$ cat config.mk
export PLATFORM = sky130hd
export DESIGN_NAME = op_scheduler
export DESIGN_NICKNAME = d
export VERILOG_FILES = /design/src/loc_classifier.v /design/src/op_scheduler.v
export VERILOG_INCLUDE_DIRS = /design/src /design/src/pkg
export SDC_FILE = /design/constraint.sdc
export NUM_CORES = 1
export LEC_CHECK = 0
export BUFFER_PORTS_ARGS = -buffer_cell sky130_fd_sc_hd__buf_2
export CAP_MARGIN = 40
export CORE_MARGIN = 4
export CORE_UTILIZATION = 33
export CTS_BUF_LIST = sky130_fd_sc_hd__clkbuf_16
export DETAILED_ROUTE_END_ITERATION = 16
export PLACE_DENSITY_LB_ADDON = 0.08
export SETUP_SLACK_MARGIN = 0.02
export SLEW_MARGIN = 5
export SYNTH_ARGS = -nofsm -noshare
export SYNTH_HDL_FRONTEND = slang
export SYNTH_SLANG_ARGS = --single-unit
$ cat constraint.sdc
create_clock -name clk -period 2.7 [get_ports clk]
set_input_delay 0.54 -clock clk [delete_from_list [all_inputs] [get_ports clk]]
set_output_delay 0.54 -clock clk [all_outputs]
set_load 0.01 [all_outputs]
$ cat src/pkg/op_scheduler_map.vh
// Constants for the write buffer operation scheduler.
// Assumes inclusion by the scheduler and its location classifier only.
`ifndef OP_SCHEDULER_MAP_VH
`define OP_SCHEDULER_MAP_VH

// ----------------------------------------------------------------------
// Status pattern layout {valid[3:0], pend[1:0]}
// ----------------------------------------------------------------------
`define PAT_VALID_MSB    5
`define PAT_VALID_LSB    2
`define PAT_PEND_EVEN    1
`define PAT_PEND_ODD     0

// ----------------------------------------------------------------------
// Aligned patterns
// ----------------------------------------------------------------------
`define PAT_AL64         6'h3f
`define PAT_AL32_EVEN_A  6'h3e
`define PAT_AL32_EVEN_B  6'h32
`define PAT_AL32_ODD_A   6'h3d
`define PAT_AL32_ODD_B   6'h0d

// ----------------------------------------------------------------------
// Reset values
// ----------------------------------------------------------------------
`define RST_LAST_WRITTEN 2'h0
`define RST_REQ_PTR      2'h0

`endif

$ cat src/loc_classifier.v
// Classifier for one write buffer location from its status bits.
// Assumes valid and pending bits stable for the clock it is sampled in.
`include "op_scheduler_map.vh"

module loc_classifier (
    input  wire [3:0] valid,
    input  wire [1:0] pend,
    output wire       pend_any,
    output wire       al64,
    output wire       al32,
    output wire       al32_odd,
    output wire       unaligned
);
    wire [5:0] pat;
    wire       even_hit;
    wire       odd_hit;

    // ------------------------------------------------------------------
    // Pattern match
    // ------------------------------------------------------------------
    assign pat       = {valid, pend};
    assign pend_any  = |pend;
    assign al64      = (pat == `PAT_AL64);
    assign even_hit  = (pat == `PAT_AL32_EVEN_A) |
                       (pat == `PAT_AL32_EVEN_B);
    assign odd_hit   = (pat == `PAT_AL32_ODD_A) |
                       (pat == `PAT_AL32_ODD_B);
    assign al32      = even_hit | odd_hit;
    assign al32_odd  = odd_hit;
    // Any other pending pattern needs a fill read first
    assign unaligned = pend_any & ~al64 & ~al32;
endmodule

$ cat src/op_scheduler.v
// Write buffer operation scheduler: picks the next memory operation.
// Assumes buffer status bits and pointer latch are synchronous to clk;
// the memory timer samples the registered requests each clock.
`include "op_scheduler_map.vh"

module op_scheduler #(
    parameter LOCS = 4,
    parameter PTRW = 2
) (
    input  wire              clk,
    input  wire              arst_n,
    input  wire [4*LOCS-1:0] buffer_status_valid,
    input  wire [2*LOCS-1:0] buffer_status_pend,
    input  wire [PTRW-1:0]   buffer_pointer_latch,
    input  wire              last_written_gate_n,
    input  wire              drain_all_diag,
    output reg               wr_req_q,
    output reg               rd_req_q,
    output reg  [PTRW-1:0]   req_ptr_q,
    output reg               wr64_q,
    output reg               wr32_odd_q,
    output reg  [PTRW-1:0]   last_written_latch_q
);
    // ------------------------------------------------------------------
    // Per-location classification
    // ------------------------------------------------------------------
    wire [LOCS-1:0] pend_any;
    wire [LOCS-1:0] al64;
    wire [LOCS-1:0] al32;
    wire [LOCS-1:0] al32_odd;
    wire [LOCS-1:0] unal;

    genvar g;
    generate
        for (g = 0; g < LOCS; g = g + 1) begin : g_loc
            loc_classifier u_cls (
                .valid     (buffer_status_valid[4*g +: 4]),
                .pend      (buffer_status_pend[2*g +: 2]),
                .pend_any  (pend_any[g]),
                .al64      (al64[g]),
                .al32      (al32[g]),
                .al32_odd  (al32_odd[g]),
                .unaligned (unal[g])
            );
        end
    endgenerate

    // ------------------------------------------------------------------
    // Last-written latch
    // ------------------------------------------------------------------
    always @(posedge clk or negedge arst_n) begin
        if (!arst_n) begin
            last_written_latch_q <= `RST_LAST_WRITTEN;
        end else if (!last_written_gate_n) begin
            last_written_latch_q <= buffer_pointer_latch;
        end
    end

    // ------------------------------------------------------------------
    // Location 0 starvation flush
    // ------------------------------------------------------------------
    reg  flush_q;
    reg  flush_d;
    wire empty;

    assign empty = ~|pend_any;

    always @* begin
        flush_d = flush_q;
        if (empty) begin
            flush_d = 1'b0;
        end else if (unal[0] &&
                     (last_written_latch_q != {PTRW{1'b0}})) begin
            flush_d = 1'b1;
        end
    end

    always @(posedge clk or negedge arst_n) begin
        if (!arst_n) begin
            flush_q <= 1'b0;
        end else begin
            flush_q <= flush_d;
        end
    end

    // ------------------------------------------------------------------
    // Pending count and candidate set
    // ------------------------------------------------------------------
    reg [PTRW:0]   cnt;
    reg [LOCS-1:0] cand;
    reg            bypass;
    integer        i;

    always @* begin
        cnt    = {(PTRW+1){1'b0}};
        cand   = {LOCS{1'b0}};
        bypass = drain_all_diag | flush_q;
        for (i = 0; i < LOCS; i = i + 1) begin
            cnt = cnt + {{PTRW{1'b0}}, pend_any[i]};
            if (pend_any[i] && (bypass ||
                (i[PTRW-1:0] != last_written_latch_q))) begin
                cand[i] = 1'b1;
            end
        end
    end

    // ------------------------------------------------------------------
    // Selection by kind, highest pointer wins
    // ------------------------------------------------------------------
    reg            have64;
    reg            have32;
    reg            haveun;
    reg [PTRW-1:0] ptr64;
    reg [PTRW-1:0] ptr32;
    reg [PTRW-1:0] ptrun;
    reg            odd32;
    integer        j;

    always @* begin
        have64 = 1'b0;
        have32 = 1'b0;
        haveun = 1'b0;
        ptr64  = {PTRW{1'b0}};
        ptr32  = {PTRW{1'b0}};
        ptrun  = {PTRW{1'b0}};
        odd32  = 1'b0;
        // Ascending scan so later hits overwrite: highest pointer kept
        for (j = 0; j < LOCS; j = j + 1) begin
            if (cand[j] && al64[j]) begin
                have64 = 1'b1;
                ptr64  = j[PTRW-1:0];
            end
            if (cand[j] && al32[j]) begin
                have32 = 1'b1;
                ptr32  = j[PTRW-1:0];
                odd32  = al32_odd[j];
            end
            if (cand[j] && unal[j]) begin
                haveun = 1'b1;
                ptrun  = j[PTRW-1:0];
            end
        end
    end

    // ------------------------------------------------------------------
    // Decision
    // ------------------------------------------------------------------
    reg            wr_d;
    reg            rd_d;
    reg [PTRW-1:0] ptr_d;
    reg            wr64_d;
    reg            odd_d;
    reg            allow_wr;
    reg            allow_rd;

    always @* begin
        allow_wr = 1'b0;
        allow_rd = 1'b0;
        if (bypass) begin
            allow_wr = 1'b1;
            allow_rd = 1'b1;
        end else if (cnt == 3'd2) begin
            allow_wr = 1'b1;
        end else if (cnt >= 3'd3) begin
            allow_wr = 1'b1;
            allow_rd = 1'b1;
        end
        // Count 0 leaves both off; count 1 does too unless bypass is set
        if (empty) begin
            allow_wr = 1'b0;
            allow_rd = 1'b0;
        end else if (!bypass && cnt == 3'd1) begin
            allow_wr = 1'b0;
            allow_rd = 1'b0;
        end

        wr_d   = 1'b0;
        rd_d   = 1'b0;
        ptr_d  = req_ptr_q;
        wr64_d = 1'b0;
        odd_d  = 1'b0;
        if (allow_wr && have64) begin
            wr_d   = 1'b1;
            wr64_d = 1'b1;
            ptr_d  = ptr64;
        end else if (allow_wr && have32) begin
            wr_d   = 1'b1;
            odd_d  = odd32;
            ptr_d  = ptr32;
        end else if (allow_rd && haveun) begin
            rd_d   = 1'b1;
            ptr_d  = ptrun;
        end
    end

    // ------------------------------------------------------------------
    // Registered outputs to the memory timer and pointer mux
    // ------------------------------------------------------------------
    always @(posedge clk or negedge arst_n) begin
        if (!arst_n) begin
            wr_req_q   <= 1'b0;
            rd_req_q   <= 1'b0;
            req_ptr_q  <= `RST_REQ_PTR;
            wr64_q     <= 1'b0;
            wr32_odd_q <= 1'b0;
        end else begin
            wr_req_q   <= wr_d;
            rd_req_q   <= rd_d;
            req_ptr_q  <= ptr_d;
            wr64_q     <= wr64_d;
            wr32_odd_q <= odd_d;
        end
    end
endmodule
==> reports/metrics.csv, run 1 <==
stage,metric,value,unit
floorplanning,dieWidth,64.0,um
setup_path,crit_fanout,4,
setup_path,endpoint_kind,flop,
sta,hold_viol,0,
grt,globalRouteTotalUtil,0.156,
routing,routed_wl,2960,um
logic_synthesis,synth_area_per_cell,8.41,sq um
sta,period_minus_slack,2.54,ns
clock_network,htree_levels,1,
clock_network,ctsHoldBuffers,0,
place,preCtsSetupSlack,-0.107,ns
layout,seqCellArea,225,sq um
routing,routedWlPerCell,13.3,um
power_and_ir_drop,design_power_total,0.000595,W
setup_path,crit_chain,buf_2 > nor2_4 > ha_4 > ha_4 > ha_1 > inv_1 > ha_1 > inv_1 > a31oi_1 > o31ai_2 > a21oi_2 > nand2b_4 > o22a_1,
logic_synthesis,synth_area,1030,sq um
place,dp_hpwl,2610,um
setup_path,rr_endpoint,req_ptr_q[0]$_DFFE_PN0P_,
clock_network,clockRootBuffer,clkbuf_16,
logic_synthesis,ys_seq_area_frac,0.218,
sta,drv_slew,0,
logic_synthesis,synth_area_leaders,"dfrtp_1, ha_1, xor2_1",
floorplanning,core,3030,sq um
sta,setup_ws,0.164,ns
power_and_ir_drop,ir_drop,0.379,mV
setup_path,cp.required,2.81,ns
clock_network,numCtsBuffers,3,
sta,slew_headroom,0.686,
setup_path,r2r_slack,0.50,ns
layout,nFillCells,299,
clock_network,cts-resized-gates,0,
logic_synthesis,synthFlopType,dfrtp_1,
sta,max_clock_freq,394,MHz
place,numPortBuffers,37,
layout,layout-drive-gt1-share,0.433,
routing,viasPerCell,5.39,
setup_path,slowest_stage,o31ai_2,
clock_network,clkSinkCount,9,
setup_path,reg2regPathDepth,7,
sta,setup_violations,0,
setup_path,crit_type,primary input to flop,
clock_network,clk_latency,0.23,ns
floorplanning,start_util,0.342,
layout,diodes,0,
setup_path,slowest_delay,0.34,ns
clock_network,path_clk_slew,0.04,ns
sta,fin_worst_skew,0.00113,ns
logic_synthesis,synthCells,123,
routing,first_pass_iters,4,
grt,grt_antenna_before_repair,0,
routing,antenna_left,0,
setup_path,start_kind,primary input,
setup_path,critPathBufInv,3,
logic_synthesis,ys_seq_elements,9,
logic_synthesis,syn-num-nets,158,
clock_network,cts_tree,done,
job,maxCapViolCount,0,
setup_path,regToRegStartpoint,flush_q$_DFFE_PN0P_,
grt,overflow,0,
setup_path,cp.depth,13,
floorplanning,die_h,64.0,um
layout,finalNetCount,214,
sta,worstMarginPinSlew,0.459,ns
layout,area_growth,45.7,%
setup_path,critPathTopFamily,adder cells,
min_path,hold_class,primary input to async pin,
logic_synthesis,async_flop_share,1.00,
clock_network,postCtsSetupRepairBufs,0,
logic_synthesis,ys_warn_count,0,
routing,drt-initial-drc-count,44,
floorplanning,die_area,4100,sq um
sta,fin_crit_sh,0.939,
floorplanning,rows,20,
layout,multi_input_area,847,sq um
clock_network,clockBufferDepth,2,
power_and_ir_drop,p_leak,0.670,nW
logic_synthesis,yosys.area.top_type_share,0.218,
logic_synthesis,synth_edf_count,0,
setup_path,cp.arrival,2.65,ns
power_and_ir_drop,p_per_area,395,nW/um^2
grt,grt_pass1_vias,1187,
routing,vias,1197,
grt,grt_max_degree,10,
grt,grt_pass1_wl,5180,um
layout,utilization,0.498,
sta,rsz0062_at_grt,no,
status,status,"finished, final reports clean",
logic_synthesis,yosys.area.top_type,dfrtp_1,
place,gp_congestion,0.920,
floorplanning,num_io_pins,38,
logic_synthesis,synth.distinct_cells,46,
routing,drc,0,
## cells by family after synthesis
logic type               synth area share
buffers and inverters              0.0109
flip-flops                          0.218
XOR/XNOR                           0.0593
AND/OR/NAND/NOR                     0.377
multiplexers                       0.0218
adder cells (fa/ha/maj)            0.0605
AO/OA/AOI/OAI                       0.253
## placed cells by master, fill, tap and decap left out, drive strengths merged, types with 2 or more instances in the layout
cell,instances
a21boi,2
a21oi,5
a31oi,3
and2,2
buf,51
clkbuf,3
dfrtp,9
ha,5
inv,4
mux2,2
nand2,8
nand2b,2
nand3,5
nand4,2
nand4b,5
nor2,14
nor3,4
nor4,4
o211ai,2
o21ai,5
o22a,3
o22ai,3
o31ai,3
o32ai,3
or2,4
or3,4
or3b,2
xor2,7
## synthesized netlist by cell type, types with 2 or more instances
cell type / number
nand2_1: 8
o32ai_1: 3
o22ai_1: 2
o21ai_0: 3
nor3_1: 4
ha_1: 5
o211ai_1: 2
or2_2: 3
a21oi_1: 5
mux2_2: 2
nand3_1: 5
dfrtp_1: 9
nor2_1: 14
a21boi_0: 2
a31oi_1: 3
nand4b_1: 5
or3_1: 4
o31ai_2: 2
nor4_1: 4
inv_1: 3
xor2_1: 7
o22a_1: 3
o21ai_1: 2
## flip-flops by register name, indices dropped and copies added (netlist names)
| signal | flops |
|---|---|
| flush_q | 1 |
| wr64_q | 1 |
| rd_req_q | 1 |
| wr32_odd_q | 1 |
| req_ptr_q | 2 |
| last_written_latch_q | 2 |
| wr_req_q | 1 |
## final cells by class
class,count,share of cell area
multi-input combinational,111,0.562
timing repair buffer,51,0.193
sequential,9,0.149
clock buffer,3,0.0498
tap,44,0.0365
inverter,3,0.00747
clock inverter,1,0.00249
## metrics by stage
step                      setup TNS (ns)  std cells  hold slack, ns  area (sq um)
after detailed placement          -0.214        218           0.398          1430
after floorplan                        0        123           0.244          1080
after global routing                   0        222           0.171          1510
after CTS                              0        222           0.157          1510
after global placement            -0.163        218           0.393          1430
final                                  0        222           0.151          1510
## routing by layer
layer	GRT usage	vias up	wire, um
li1	-	593	-
met1	0.189	569	1230
met2	0.285	35	1520
met3	0.0299	0	203
met4	0.0243	0	0
met5	0	-	0
## how the worst max path moves through the flow
stage / startpoint / endpoint / slack (ns)
after global placement: buffer_status_pend[0] / req_ptr_q[1]$_DFFE_PN0P_ / -0.08
final: buffer_status_pend[0] / req_ptr_q[0]$_DFFE_PN0P_ / 0.16
after floorplan: buffer_status_pend[3] / req_ptr_q[0]$_DFFE_PN0P_ / 0.06
after detailed placement: buffer_status_pend[0] / req_ptr_q[0]$_DFFE_PN0P_ / -0.11
after CTS: buffer_status_pend[0] / req_ptr_q[0]$_DFFE_PN0P_ / 0.12
after global routing: buffer_status_pend[0] / req_ptr_q[0]$_DFFE_PN0P_ / 0.02
## where the power goes
part,switching [W],internal (W)
combinational,0.0000936,0.0000923
sequential,0.0000106,0.000149
clock,0.0000568,0.000193
total,0.000161,0.000434
Power figures use the tool's default switching activity.
==> run 2: changes to the inputs <==
==> constraint.sdc (replaced) <==
create_clock -name clk -period 2.3 [get_ports clk]
set_input_delay 0.46 -clock clk [delete_from_list [all_inputs] [get_ports clk]]
set_output_delay 0.46 -clock clk [all_outputs]
set_load 0.01 [all_outputs]
==> run 2 against run 1 <==
The flow now finishes with violations (negative setup slack); global-route usage shrank 0.28 points; final area grew 10%; sequential power grew 16%; largest cell class unchanged.
==> reports/metrics.csv, run 2 (same netlist as run 1, synthesis figures left out) <==
stage,metric,value,unit
power_and_ir_drop,p_per_area,452,nW/um^2
setup_path,crit_top_cell,ha_4,
clock_network,clkSinkCount,9,
sta,setup_ws,-0.0855,ns
layout,utilization,0.550,
layout,final_cell_mix,"buf_2, buf_4, nor2_1",
grt,grt_antenna_before_repair,0,
layout,layout-drive-gt1-share,0.513,
power_and_ir_drop,ir_drop,0.368,mV
layout,finalNetCount,223,
clock_network,path_clk_slew,0.04,ns
routing,first_pass_iters,5,
clock_network,cts_tree,done,
sta,setup_violations,2,
clock_network,clockBufferDepth,2,
place,dp_hpwl,2630,um
sta,drv_slew,0,
setup_path,start_kind,primary input,
sta,fin_worst_skew,0.000827,ns
status,status,"finished, violations left",
setup_path,critPathBufInv,3,
routing,routed_wl,3070,um
floorplanning,num_io_pins,38,
setup_path,endpoint_kind,flop,
setup_path,cp.depth,13,
layout,final_common_cell,buf_2,
clock_network,numCtsBuffers,3,
setup_path,slowest_delay,0.41,ns
floorplanning,core,3030,sq um
floorplanning,dieWidth,64.0,um
setup_path,reg2regPathDepth,6,
setup_path,cp.required,2.47,ns
sta,max_clock_freq,419,MHz
place,numPortBuffers,37,
place,gp_congestion,0.848,
setup_path,crit_chain,buf_6 > nor2_4 > ha_4 > ha_4 > ha_4 > inv_2 > ha_4 > inv_2 > a31oi_4 > o31ai_4 > or3b_4 > o22ai_2 > o22a_1,
sta,worstMarginPinSlew,0.506,ns
min_path,hold_class,primary input to async pin,
job,maxCapViolCount,0,
sta,hold_viol,0,
routing,drt-initial-drc-count,33,
routing,vias,1223,
grt,grt_pass1_vias,1235,
sta,rsz0062_at_grt,yes,
setup_path,cp.arrival,2.55,ns
layout,reg.largest.list,"last_written_latch_q: 2 flops, req_ptr_q: 2 flops",
routing,antenna_left,0,
grt,globalRouteTotalUtil,0.153,
grt,grt_max_degree,10,
routing,viasPerCell,5.29,
clock_network,clockRootBuffer,clkbuf_16,
setup_path,crit_type,primary input to flop,
grt,grt_pass1_wl,5180,um
setup_path,crit_fanout,4,
grt,overflow,0,
layout,area_growth,60.8,%
sta,period_minus_slack,2.39,ns
clock_network,htree_levels,1,
layout,diodes,0,
setup_path,slowest_stage,or3b_4,
routing,drc,0,
clock_network,clk_latency,0.23,ns
power_and_ir_drop,p_leak,0.722,nW
sta,slew_headroom,0.660,
floorplanning,start_util,0.342,
status,violations,negative setup slack,
routing,routedWlPerCell,13.3,um
setup_path,critPathTopFamily,adder cells,
floorplanning,die_area,4100,sq um
floorplanning,die_h,64.0,um
sta,fin_crit_sh,1.04,
sta,setup_tns,-0.120,ns
floorplanning,rows,20,
==> run 2: final timing paths <==
path                                     startpoint                             endpoint  slack, ns
max reg2reg                     flush_q$_DFFE_PN0P_             req_ptr_q[0]$_DFFE_PN0P_      -0.03
min reg2reg                req_ptr_q[1]$_DFFE_PN0P_             req_ptr_q[1]$_DFFE_PN0P_       0.49
max                           buffer_status_pend[1]             req_ptr_q[0]$_DFFE_PN0P_      -0.09
min in group clk            buffer_pointer_latch[1]  last_written_latch_q[1]$_DFFE_PN0N_       0.47
min                                          arst_n                   wr_req_q$_DFF_PN0_       0.07
max in group asynchronous                    arst_n             req_ptr_q[1]$_DFFE_PN0P_       2.05
==> run 2: per-layer routing <==
metal  up-vias  track usage  wire [um]
li1        614            -          -
met1       576        0.195       1380
met2        33        0.276       1540
met3         0       0.0299        149
met4         0      0.00809          0
met5         -            0          0
==> run 2: what timing repair did <==
action / CTS / global route
endpoints found under the setup margin: 5 / 3
gates resized for setup: 8 / 5
endpoints found under the hold margin: 0 / 0
hold buffers: 0 / 0
buffers inserted: 1 / 2
pin swaps: 10 / 3
==> run 2: worst register-to-register path: stages (launching register included) <==
cell and delay (ns):
dfrtp_1 0.47, or3b_1 0.47, o32ai_1 0.43, and2_4 0.25, or3b_4 0.40, o22ai_2 0.11
o22a_1 0.15
==> run 2: layout make-up <==
| cell class | instances | area [sq um] |
|---|---|---|
| multi-input combinational | 111 | 917 |
| tap | 44 | 55.1 |
| timing repair buffer | 60 | 377 |
| sequential | 9 | 225 |
| inverter | 3 | 11.3 |
| fill | 294 | 1360 |
| clock inverter | 1 | 3.75 |
| clock buffer | 3 | 75.1 |
==> run 2: power by group <==
| group | internal, W | switching (W) |
|---|---|---|
| Combinational | 0.000140 | 0.000133 |
| Clock | 0.000226 | 0.0000679 |
| Sequential | 0.000175 | 0.00000950 |
==> run 2: metrics by stage <==
stage          power (W)  instances  hold slack (ns)  setup slack [ns]  instance area, sq um
4_1_cts         0.000754        230           0.0815            -0.103                  1640
3_3_place_gp    0.000427        225            0.314            -0.417                  1510
2_1_floorplan   0.000317        123            0.164            -0.245                  1110
5_1_grt         0.000795        231           0.0956            -0.148                  1660
3_5_place_dp    0.000433        225            0.325            -0.455                  1510
6_report        0.000752        231           0.0743           -0.0855                  1660
==> run 3: changes to the inputs <==
--- a/config.mk
+++ b/config.mk
@@ -6,10 +6,12 @@
 export SDC_FILE = /design/constraint.sdc
 export NUM_CORES = 1
 export LEC_CHECK = 0
-export BUFFER_PORTS_ARGS = -buffer_cell sky130_fd_sc_hd__buf_2
+export BUFFER_PORTS_ARGS = -buffer_cell sky130_fd_sc_hd__clkbuf_2
 export CAP_MARGIN = 40
+export CELL_PAD_IN_SITES_DETAIL_PLACEMENT = 1
+export CELL_PAD_IN_SITES_GLOBAL_PLACEMENT = 2
 export CORE_MARGIN = 4
-export CORE_UTILIZATION = 33
+export CORE_UTILIZATION = 25
 export CTS_BUF_LIST = sky130_fd_sc_hd__clkbuf_16
 export DETAILED_ROUTE_END_ITERATION = 16
 export PLACE_DENSITY_LB_ADDON = 0.08
==> constraint.sdc (replaced) <==
create_clock -name clk -period 2.3 [get_ports clk]
set_input_delay 0.115 -clock clk [delete_from_list [all_inputs] [get_ports clk]]
set_output_delay 0.115 -clock clk [all_outputs]
set_load 0.01 [all_outputs]
==> run 3 against run 2 <==
The run now ends clean; highest routed layer is now met4; die area rose by 28%; largest cell class unchanged; largest power group unchanged; first-iteration DRC count fell by 52%; clock skew rose by 0.0015 ns.
==> reports/metrics.csv, run 3 (same netlist as run 1, synthesis figures left out) <==
stage,metric,value,unit
setup_path,crit_type,flop to flop,
layout,final_cell_mix,"clkbuf_2, buf_4, nor2_1",
routing,drc,0,
place,dp_hpwl,3100,um
setup_path,crit_chain,or4b_4 > nand4_2 > o31a_2 > and2_4 > or3b_4 > o22ai_2 > o22a_1,
layout,diodes,0,
floorplanning,dieWidth,72.3,um
grt,grt_pass1_wl,5860,um
clock_network,clockRootBuffer,clkbuf_16,
floorplanning,die_h,72.3,um
sta,slew_headroom,0.653,
clock_network,postCtsSetupRepairBufs,0,
sta,worstMarginPinSlew,0.516,ns
place,placed_cells,229,
sta,period_minus_slack,2.19,ns
grt,globalRouteTotalUtil,0.142,
layout,reg.largest.list,"last_written_latch_q: 2 flops, req_ptr_q: 2 flops",
layout,area_growth,53.9,%
layout,final_common_cell,clkbuf_2,
sta,drv_slew,0,
routing,viasPerCell,5.18,
clock_network,clk_latency,0.24,ns
layout,layout-drive-gt1-share,0.470,
power_and_ir_drop,p_per_area,462,nW/um^2
floorplanning,start_util,0.259,
sta,hold_viol,0,
setup_path,slowest_delay,0.57,ns
sta,setup_ws,0.106,ns
place,preCtsSetupSlack,-0.218,ns
sta,fin_crit_sh,0.954,
clock_network,cts_tree,done,
sta,whs,0.119,ns
sta,max_clock_freq,456,MHz
setup_path,slowest_stage,or4b_4,
clock_network,clkSinkCount,9,
clock_network,htree_levels,1,
grt,overflow,0,
setup_path,cp.arrival,2.37,ns
grt,grt_max_degree,10,
power_and_ir_drop,p_leak,0.700,nW
setup_path,endpoint_kind,flop,
routing,first_pass_iters,4,
setup_path,start_kind,flop,
grt,grt_antenna_before_repair,0,
sta,fin_worst_skew,0.00235,ns
floorplanning,core,4000,sq um
sta,setup_violations,0,
routing,vias,1206,
routing,routedWlPerCell,15.6,um
layout,nFillCells,494,
routing,drt-initial-drc-count,16,
power_and_ir_drop,ir_drop,0.478,mV
layout,fin_cells,233,
setup_path,cp.required,2.48,ns
sta,rsz0062_at_grt,no,
clock_network,path_clk_slew,0.04,ns
routing,routed_wl,3630,um
clock_network,clockBufferDepth,2,
routing,antenna_left,0,
min_path,hold_class,primary input to flop,
floorplanning,num_io_pins,38,
setup_path,crit_fanout,6,
place,numPortBuffers,37,
layout,finalNetCount,219,
clock_network,numCtsBuffers,3,
floorplanning,rows,23,
place,gp_congestion,0.812,
floorplanning,die_area,5230,sq um
job,maxCapViolCount,0,
grt,grt_pass1_vias,1290,
status,status,"finished, final reports clean",
[run 3: changes by cell type in the layout (fill, tap and decap cells not counted), moves of 2 or more]
cell      delta
a21oi_1      +2
a21oi_2      -2
buf_2       -34
buf_4        -5
buf_6        -3
clkbuf_2    +37
inv_2        -2
[run 3: final timing paths]
check,end,slack (ns),cells past startpoint,from
setup / recovery,req_ptr_q[0]$_DFFE_PN0P_,0.11,7,flush_q$_DFFE_PN0P_
hold / removal,last_written_latch_q[1]$_DFFE_PN0N_,0.12,2,buffer_pointer_latch[1]
setup reg to reg,req_ptr_q[0]$_DFFE_PN0P_,0.11,7,flush_q$_DFFE_PN0P_
hold reg to reg,req_ptr_q[1]$_DFFE_PN0P_,0.49,1,req_ptr_q[1]$_DFFE_PN0P_
max in group asynchronous,flush_q$_DFFE_PN0P_,1.79,2,arst_n
min in group asynchronous,wr64_q$_DFF_PN0_,0.29,2,arst_n
[run 3: timing repair]
action	4_1_cts	5_1_grt
gates resized for setup	0	8
endpoints found under the setup margin	0	3
hold buffers	1	0
endpoints found under the hold margin	9	0
[run 3: layout make-up]
cell class / count / area, sq um / area share
inverters: 3 / 11.3 / 0.00707
well taps: 50 / 62.6 / 0.0393
clock inverters: 1 / 5.00 / 0.00314
repair buffers: 56 / 330 / 0.207
multi-input cells: 111 / 882 / 0.554
flip-flops and latches: 9 / 226 / 0.142
clock buffers: 3 / 75.1 / 0.0471
[run 3: routing by layer]
layer  global-route usage  wire length (um)  vias up
li1                     -                 -      605
met1                0.167              1580      572
met2                0.260              1890       25
met3               0.0249               120        4
met4               0.0418                44        0
met5                    0                 0        -
[run 3: through the flow]
stage                     TNS (ns)   util  power [W]  area (sq um)
after global routing             0  0.398   0.000787          1590
after floorplan                  0      -   0.000298          1050
after global placement      -0.380  0.361   0.000403          1440
final                            0  0.398   0.000737          1590
after CTS                        0  0.383   0.000731          1530
after detailed placement    -0.531  0.361   0.000413          1440
[run 3: critical path, delay by kind of cell (launching register included)]
kind	cells	cell delay [ns]
simple gates	4	1.27
flops	1	0.44
compound gates	3	0.43
[run 3: power by group]
group	total, W	leakage (nW)	internal (W)	switching, W
logic	0.000242	0.555	0.000118	0.000124
clock network	0.000308	0.0409	0.000229	0.0000783
registers	0.000187	0.104	0.000175	0.0000115
total	0.000737	0.700	0.000522	0.000214
